--- src/inc/csfr_pkg.sv ---
// constants for the serial word offset, overflow, filter and driver register bank
package csfr_pkg;
    localparam logic [7:0] CSFR_OFS_WORD_OFFSET = 8'h0A;
    localparam logic [7:0] CSFR_OFS_OVF_PLL     = 8'h0B;
    localparam logic [7:0] CSFR_OFS_FILTER      = 8'h0C;
    localparam logic [7:0] CSFR_OFS_RSVD13      = 8'h0D;
    localparam logic [7:0] CSFR_OFS_DRIVER      = 8'h0E;

    localparam logic [7:0] CSFR_RST_WORD_OFFSET = 8'h00;
    localparam logic [3:0] CSFR_RST_PLL_DIV     = 4'h1;
    localparam logic [7:0] CSFR_RST_FILTER      = 8'h00;
    localparam logic [7:0] CSFR_RST_RSVD13      = 8'h00;
    localparam logic [7:0] CSFR_RST_DRIVER      = 8'h00;

    // overflow flag positions in register 11
    localparam int CSFR_OVF_LADC = 7;
    localparam int CSFR_OVF_RADC = 6;
    localparam int CSFR_OVF_LDAC = 5;
    localparam int CSFR_OVF_RDAC = 4;
    // filter control fields in register 12
    localparam int CSFR_HPF_L_LSB = 6;
    localparam int CSFR_HPF_R_LSB = 4;
    localparam int CSFR_FX_L      = 3;
    localparam int CSFR_DEEMP_L   = 2;
    localparam int CSFR_FX_R      = 1;
    localparam int CSFR_DEEMP_R   = 0;
    // driver register fields in register 14
    localparam int CSFR_DRV_ACCPL   = 7;
    localparam int CSFR_DRV_FULLDIF = 6;
    localparam int CSFR_DRV_HEADSET = 4;
    localparam int CSFR_DRV_PSEUDO  = 3;
    localparam logic [7:0] CSFR_DRV_WR_MASK = 8'hC8;

    localparam logic [4:0] CSFR_PLL_DIV_ZERO_CODE = 5'h10;
    localparam logic [8:0] CSFR_FRAME_256_CLKS    = 9'h100;

    typedef enum logic [1:0]
    {
        CSFR_FMT_I2S = 2'b00,
        CSFR_FMT_DSP = 2'b01,
        CSFR_FMT_RIGHT_JUSTIFIED = 2'b10,
        CSFR_FMT_LEFT_JUSTIFIED  = 2'b11
    } csfr_fmt_t;
endpackage

--- src/csfr_regs.sv ---
// register bank 10 to 14: word offset, overflow flags, pll divider, filters, driver config
// Contract
// - 8-bit word offset, code equals bit clocks
// - dsp mode counts offset from word clock rise
// - four sticky overflow flags in bits 7..4
// - reading flags returns then clears them, except flags whose synchronised overflow input is still high
// - pll divider code 0 means 16, reset 1
// - 2-bit adc high-pass select per channel
// - dac effects enables at bits 3 and 1
// - dac de-emphasis enables at bits 2 and 0
// - bit 7 selects ac-coupled or capless drivers
// - bit 4 read-only headset detect flag
// - 256-clock mode with bit clock as output gives 256 bit clocks per frame, else 0
// - mode codes: i2s, dsp, right-, left-justified
`timescale 1ns/1ps
module csfr_regs
(
    input  wire logic                  clock,
    input  wire logic                  rst_b,
    input  wire logic [7:0]            reg_addr,
    input  wire logic                  reg_wr,
    input  wire logic                  reg_rd,
    input  wire logic [7:0]            reg_wdata,
    output logic      [7:0]            reg_rdata,
    input  wire logic [1:0]            transfer_mode,
    input  wire logic                  clock_256_mode,
    input  wire logic                  bit_clock_is_output,
    input  wire logic                  ovf_left_adc,
    input  wire logic                  ovf_right_adc,
    input  wire logic                  ovf_left_dac,
    input  wire logic                  ovf_right_dac,
    input  wire logic                  headset_detect,
    output logic      [7:0]            word_offset,
    output logic                       offset_from_wclk_rise,
    output logic      [8:0]            frame_bit_clocks,
    output csfr_pkg::csfr_fmt_t        serial_format,
    output logic      [4:0]            pll_divider,
    output logic      [1:0]            hpf_left_sel,
    output logic      [1:0]            hpf_right_sel,
    output logic                       hpf_left_en,
    output logic                       hpf_right_en,
    output logic                       fx_left_en,
    output logic                       fx_right_en,
    output logic                       deemph_left_en,
    output logic                       deemph_right_en,
    output logic                       driver_ac_coupled,
    output logic                       driver_fully_diff,
    output logic                       driver_pseudo_diff,
    output logic                       headset_flag
);
    import csfr_pkg::*;

    logic       rst_s1_q;
    logic       rst_s2_q;
    logic       rst_n;
    logic       hs_s1_q;
    logic       hs_s2_q;
    logic [3:0] ovf_s1_q;
    logic [3:0] ovf_s2_q;
    logic [3:0] ovf_flag;
    logic       rd_ovf;

    logic [7:0] offset_q;
    logic [7:0] offset_d;
    logic [3:0] pll_q;
    logic [3:0] pll_d;
    logic [7:0] filt_q;
    logic [7:0] filt_d;
    logic [7:0] rsvd_q;
    logic [7:0] rsvd_d;
    logic [7:0] drv_q;
    logic [7:0] drv_d;
    logic [7:0] rdata_d;
    logic [7:0] rdata_q;

    // reset release synchroniser
    always_ff @(posedge clock or negedge rst_b)
    begin
        if (!rst_b)
        begin
            rst_s1_q <= 1'b0;
            rst_s2_q <= 1'b0;
        end
        else
        begin
            rst_s1_q <= 1'b1;
            rst_s2_q <= rst_s1_q;
        end
    end
    assign rst_n = rst_s2_q;

    // pin synchronisers for overflow and headset inputs
    always_ff @(posedge clock or negedge rst_n)
    begin
        if (!rst_n)
        begin
            ovf_s1_q <= 4'h0;
            ovf_s2_q <= 4'h0;
            hs_s1_q  <= 1'b0;
            hs_s2_q  <= 1'b0;
        end
        else
        begin
            ovf_s1_q <= {ovf_left_adc, ovf_right_adc, ovf_left_dac, ovf_right_dac};
            ovf_s2_q <= ovf_s1_q;
            hs_s1_q  <= headset_detect;
            hs_s2_q  <= hs_s1_q;
        end
    end

    assign rd_ovf = reg_rd && (reg_addr == CSFR_OFS_OVF_PLL);

    genvar gi;
    generate
        for (gi = 0; gi < 4; gi++)
        begin : g_ovf
            csfr_sticky u_flag
            (
                .clock  (clock),
                .rst_n  (rst_n),
                .set_in (ovf_s2_q[gi]),
                .clr_in (rd_ovf),
                .flag_q (ovf_flag[gi])
            );
        end
    endgenerate

    always_comb
    begin
        offset_d = offset_q;
        pll_d    = pll_q;
        filt_d   = filt_q;
        rsvd_d   = rsvd_q;
        drv_d    = drv_q;
        if (reg_wr)
        begin
            unique case (reg_addr)
                CSFR_OFS_WORD_OFFSET: offset_d = reg_wdata;
                CSFR_OFS_OVF_PLL:     pll_d    = reg_wdata[3:0];
                CSFR_OFS_FILTER:      filt_d   = reg_wdata;
                CSFR_OFS_RSVD13:      rsvd_d   = reg_wdata;
                CSFR_OFS_DRIVER:      drv_d    = reg_wdata & CSFR_DRV_WR_MASK;
                default:              offset_d = offset_q;
            endcase
        end
        rdata_d = rdata_q;
        if (reg_rd)
        begin
            unique case (reg_addr)
                CSFR_OFS_WORD_OFFSET: rdata_d = offset_q;
                CSFR_OFS_OVF_PLL:     rdata_d = {ovf_flag, pll_q};
                CSFR_OFS_FILTER:      rdata_d = filt_q;
                CSFR_OFS_RSVD13:      rdata_d = rsvd_q;
                CSFR_OFS_DRIVER:      rdata_d = {drv_q[7:5], hs_s2_q, drv_q[3:0]};
                default:              rdata_d = 8'h00;
            endcase
        end
    end

    always_ff @(posedge clock or negedge rst_n)
    begin
        if (!rst_n)
        begin
            offset_q <= CSFR_RST_WORD_OFFSET;
            pll_q    <= CSFR_RST_PLL_DIV;
            filt_q   <= CSFR_RST_FILTER;
            rsvd_q   <= CSFR_RST_RSVD13;
            drv_q    <= CSFR_RST_DRIVER;
            rdata_q  <= 8'h00;
        end
        else
        begin
            offset_q <= offset_d;
            pll_q    <= pll_d;
            filt_q   <= filt_d;
            rsvd_q   <= rsvd_d;
            drv_q    <= drv_d;
            rdata_q  <= rdata_d;
        end
    end

    assign reg_rdata             = rdata_q;
    assign word_offset           = offset_q;
    assign serial_format         = csfr_fmt_t'(transfer_mode);
    assign offset_from_wclk_rise = (serial_format == CSFR_FMT_DSP);
    assign frame_bit_clocks      = (clock_256_mode && bit_clock_is_output) ?
                                   CSFR_FRAME_256_CLKS : 9'h000;
    assign pll_divider           = (pll_q == 4'h0) ? CSFR_PLL_DIV_ZERO_CODE : {1'b0, pll_q};
    assign hpf_left_sel          = filt_q[CSFR_HPF_L_LSB +: 2];
    assign hpf_right_sel         = filt_q[CSFR_HPF_R_LSB +: 2];
    assign hpf_left_en           = (hpf_left_sel != 2'b00);
    assign hpf_right_en          = (hpf_right_sel != 2'b00);
    assign fx_left_en            = filt_q[CSFR_FX_L];
    assign fx_right_en           = filt_q[CSFR_FX_R];
    assign deemph_left_en        = filt_q[CSFR_DEEMP_L];
    assign deemph_right_en       = filt_q[CSFR_DEEMP_R];
    assign driver_ac_coupled     = drv_q[CSFR_DRV_ACCPL];
    assign driver_fully_diff     = drv_q[CSFR_DRV_FULLDIF];
    assign driver_pseudo_diff    = drv_q[CSFR_DRV_PSEUDO];
    assign headset_flag          = hs_s2_q;
endmodule // csfr_regs

--- src/csfr_sticky.sv ---
// one sticky clear-on-read flag
`timescale 1ns/1ps
module csfr_sticky
(
    input  wire logic clock,
    input  wire logic rst_n,
    input  wire logic set_in,
    input  wire logic clr_in,
    output logic      flag_q
);
    logic flag_d;

    always_comb
    begin
        flag_d = flag_q;
        if (clr_in)
        begin
            flag_d = 1'b0;
        end
        if (set_in)
        begin
            flag_d = 1'b1;
        end
    end

    always_ff @(posedge clock or negedge rst_n)
    begin
        if (!rst_n)
        begin
            flag_q <= 1'b0;
        end
        else
        begin
            flag_q <= flag_d;
        end
    end
endmodule // csfr_sticky

--- config.mk ---
export PLATFORM = sky130hd
export DESIGN_NAME = csfr_regs
export DESIGN_NICKNAME = d
export VERILOG_FILES = /design/src/inc/csfr_pkg.sv /design/src/csfr_regs.sv /design/src/csfr_sticky.sv
export SDC_FILE = /design/constraint.sdc
export NUM_CORES = 1
export LEC_CHECK = 0
export BUFFER_PORTS_ARGS = -buffer_cell sky130_fd_sc_hd__clkbuf_2
export CORE_MARGIN = 5
export CORE_UTILIZATION = 54
export CTS_BUF_LIST = sky130_fd_sc_hd__clkbuf_16
export DETAILED_ROUTE_END_ITERATION = 6
export GPL_TIMING_DRIVEN = 0
export PLACE_DENSITY_LB_ADDON = 0.25
export SYNTH_ARGS = -nofsm -noshare
export SYNTH_HDL_FRONTEND = slang
export SYNTH_SLANG_ARGS = --single-unit
--- constraint.sdc ---
create_clock -name clock -period 3.15 [get_ports clock]
set_clock_uncertainty 0.1 [all_clocks]
set_input_delay 0.315 -clock clock [delete_from_list [all_inputs] [get_ports clock]]
set_output_delay 0.315 -clock clock [all_outputs]
set_load 0.02 [all_outputs]
# After elaboration in Yosys (flattened, before gate mapping)
# Cells that the tools add are included.
# totals
regBits	55
latchBits	0
ramBits	0
mem_bits_ro	0
in_bits	29
output_inout_bits	47
elab_cells	44
memories	0
# op_classes
addsub	0
n_mul	0
n_div	0
n_lt_le_gt_ge	0
n_eq_ne	6
shifts	0
n_mux	8
n_bitwise	0
reduce_logical	14
# ops
operator	count
$eq 8x4->1 const B	5
$pmux 8 s5	1
$reduce_bool 2->1	6
$reduce_and 2->1	5
$mux 9	1
$mux 1	5
$mux 5	1
$logic_not 4->1	1
$eq 2x1->1 const B	1
$logic_and 1x1->1	2

# Logic depth before layout (Yosys ltp)
# logic_depth
ltp_word	4
mapped_depth	6
mapped_depth_nobuf	4

# By module
# From an unflattened synthesis, not the netlist that was laid out.
# hier_totals
cells_unflattened	176
area_unflattened_um2	2399.8
# modules_own_cells
mod	n_inst	cells_each	area_per_inst_um2	seq_area_each_um2
csfr_regs	1	164	2254.7	1277.5
csfr_sticky	4	3	36.3	25.0

# Worst setup path before layout
# OpenSTA, ideal clock, no wires.
# synth_timing
path_kind	input-to-reg
startpoint	in reg_addr[5]
endpoint	reg rsvd_q[0]
setup_time_ps	125
arrival_time_ps	1601
t_required_ps	2925
path_slack_ps	1324
stages	5
n_path_buf	1
cell_sequence	nor4_4 -> nand3_2 -> or3_1 -> buf_6 -> mux2_4
# synth_via
elab_chain_cells	2
# synth_lines
element	line_no	rtl
from (decl)	csfr_regs.sv:20	input wire logic [7:0] reg_addr,
$eq 8x4->1	csfr_regs.sv:137	unique case (reg_addr)
$reduce_and 2->1 (no source line)	-	
to (signal assigned)	csfr_regs.sv:176	rsvd_q <= rsvd_d;
to (decl)	csfr_regs.sv:69	logic [7:0] rsvd_q;
# Every way passes these cells.
# A chain may end at the register's enable or synchronous reset.

# Worst setup path after layout
# layout_timing
startpoint	in reg_addr[5]
endpoint	reg offset_q[4] (netlist: word_offset[4])
# layout_via
elab_chain_cells	2
# layout_lines
element	line_no	rtl
$eq 8x4->1	csfr_regs.sv:137	
$reduce_and 2->1 (no source line)	-	
to (signal assigned)	csfr_regs.sv:173	offset_q <= offset_d;
to (decl)	csfr_regs.sv:63	logic [7:0] offset_q;
# Every way passes these cells.

==> metrics.cfg <==
[run_status]
status = completed

[worst_hold_path]
min_path_type = in -> reg

[synth]
synth_edf_count = 0
avgSynthCellArea_um2 = 12.8
yosysTopAreaCellShare_pct = 55.0
synth_area_um2 = 2460
synth_top_area_cell = dfrtp_1
syn_inst = 192
synthTopCellsByArea = dfrtp_1 (55%), mux2_2 (11%), mux2i_1 (6.1%)
synth_warnings = 0
ys_async_sr_fraction_pct = 100
synth_ff_type = dfrtp_1
yosys_register_bits = 55
synth.distinct_cells = 33
ys_seq_area_share_pct = 56.0

[global_route]
track_usage_pct = 18.7
grt.overflow.total = 0
grt_pass1_wl_um = 8940
grt_max_degree = 34
antenna_found_initial = 0
grt_pass1_vias = 1816

[place]
dpl.hpwl_um = 3950
placed_area_um2 = 2900
gp_congestion = 0.792
portBuffers = 65

[final_layout]
final_core_util_pct = 69.6
drive_gt1_share_pct = 46.7
final_net_count = 302
syn2layout_area_growth_pct = 24.1
final_cell_mix = clkbuf_2 (65), dfrtp_1 (53), mux2_2 (23)
final_common_cell = clkbuf_2
final_design_area_no_fill_um2 = 3050
antenna_cells = 0

[timing]
rsz0062_at_grt = false
setup_viol_count_final = 0
maxSlewHeadroom_pct = 52.1
tns_ns = 0
period_share_pct = 60.9
final_max_slew_viol_count = 0
worst_pin_slew_ns = 0.715
hold_violations = 0
period_needed_ns = 1.92
fmax_mhz = 521

[clock_network]
cts_inserted_buffers = 5
cts_tree = yes
cts_resized = 0
cts.sinks = 55
cts_root_buf = clkbuf_16
clk_latency_ns = 0.29
htreeDepth = 2
path_clk_slew_ns = 0.07
cts_setup_buffers = 0
cts.path.max_buffers = 2
ctsHoldBuffers = 1

[setup_path]
crit_required_ns = 3.23
cp-start-kind = input port
critPathCaptureType = flip-flop
crit_arrival_ns = 2.00
crit_type = in -> reg
worst-path-max-fanout = 8

[route]
drc = 0
vias = 1745
drt-total-wl_um = 5410
dr.first_iter.drc_count = 170
viasPerCell = 5.35
firstDrtPassIters = 4
avgRoutedWirePerCell_um = 16.6
ant_nets = 0

[floorplanning]
start_util_pct = 56.1
pin_count = 76
die_h_um = 77.5
coreArea_um2 = 4380
rows = 24
die_w_um = 77.5
dieArea_um2 = 6000

[pwr]
p_leak_nw = 1.59
peakVddDrop_mv = 0.406
p_per_area_nw_per_um2 = 490

[run]
maxCapViolations = 0

[kinds of logic (layout without fill, tap and decap cells)]
| logic type | after synthesis | count (layout) | synth area share, % |
|---|---|---|---|
| flip-flops | 55 | 55 | 56.0 |
| multiplexers | 46 | 46 | 21.5 |
| AND/OR/NAND/NOR | 36 | 36 | 9.92 |
| buffers and inverters | 28 | 103 | 6.26 |
| AO/OA/AOI/OAI | 25 | 25 | 5.95 |
| other | 2 | 9 | 0.305 |
[critical path, stage by stage]
cell and delay [ns]:
clkbuf_2 0.10, nor4_4 0.33, nand3_2 0.19, nor4b_4 0.65, mux2_2 0.41
[worst paths after layout]
check / start / endpoint / slack (ns) / depth (start not counted)
max: reg_addr[5] / word_offset[4] / 1.23 / 5
min: ovf_left_adc / ovf_s1_q[3] / 0.02 / 1
max reg2reg: filt_q[4] / reg_rdata[4] / 1.93 / 4
min reg2reg: rst_n / ovf_s2_q[2] / 0.12 / 0
max in group asynchronous: rst_n / pll_q[0] / 2.23 / 1
min in group asynchronous: rst_n / ovf_s2_q[2] / 0.12 / 0
[stage by stage]
step	total power, mW	setup slack [ns]	hold WS [ns]	std cells
5_1_grt	1.56	1.12	0.0163	326
3_3_place_gp	0.951	0.849	0.000980	316
3_5_place_dp	0.960	0.903	0.00388	317
6_report	1.49	1.23	0.0193	326
4_1_cts	1.50	1.22	0.0196	326
2_1_floorplan	0.888	1.32	-0.0806	199
[registers in the layout, indices dropped and copies added (netlist names)]
signal               count
drv_q                    3
ovf_s2_q                 4
pll_q                    4
hs_s1_q                  1
reg_rdata                8
rst_n                    1
headset_flag             1
word_offset              8
ovf_s1_q                 4
rst_s1_q                 1
filt_q                   8
rsvd_q                   8
g_ovf.u_flag.flag_q      4
[cell type report]
cell class / count / area, µm²
Clock buffer: 5 / 125
Inverter: 5 / 18.8
Clock inverter: 3 / 20.0
Fill cell: 346 / 1330
Tap cell: 52 / 65.1
Multi-Input combinational cell: 116 / 953
Timing Repair Buffer: 67 / 355
Sequential cell: 55 / 1380
Buffer: 23 / 135
[cells in the mapped netlist, types with 3 or more instances]
master and instances:
nand3b_1 4, buf_2 3, inv_1 5, dfrtp_1 54, o21ai_0 11, nand2_1 7
o22ai_1 4, mux2_4 8, a21o_1 4, mux2i_1 15, buf_4 10, nor2_1 5
clkbuf_1 9, a21oi_1 4, nor3_1 4, nand2b_1 3, mux2_2 23
[where the power goes]
group	switching [mW]	total, mW	internal (mW)
Sequential	0.0249	0.761	0.736
Clock	0.253	0.548	0.295
Combinational	0.106	0.185	0.0790
[metal layers]
metal | global-route usage, % | part of all wire [%] | vias to the layer above
met5 | 0 | 0 | -
met1 | 23.7 | 42 | 853
li1 | - | - | 809
met3 | 6.25 | 8.7 | 9
met2 | 30.6 | 48 | 74
met4 | 5.67 | 1.3 | 0
No activity file was read; power rests on OpenSTA's default activity.
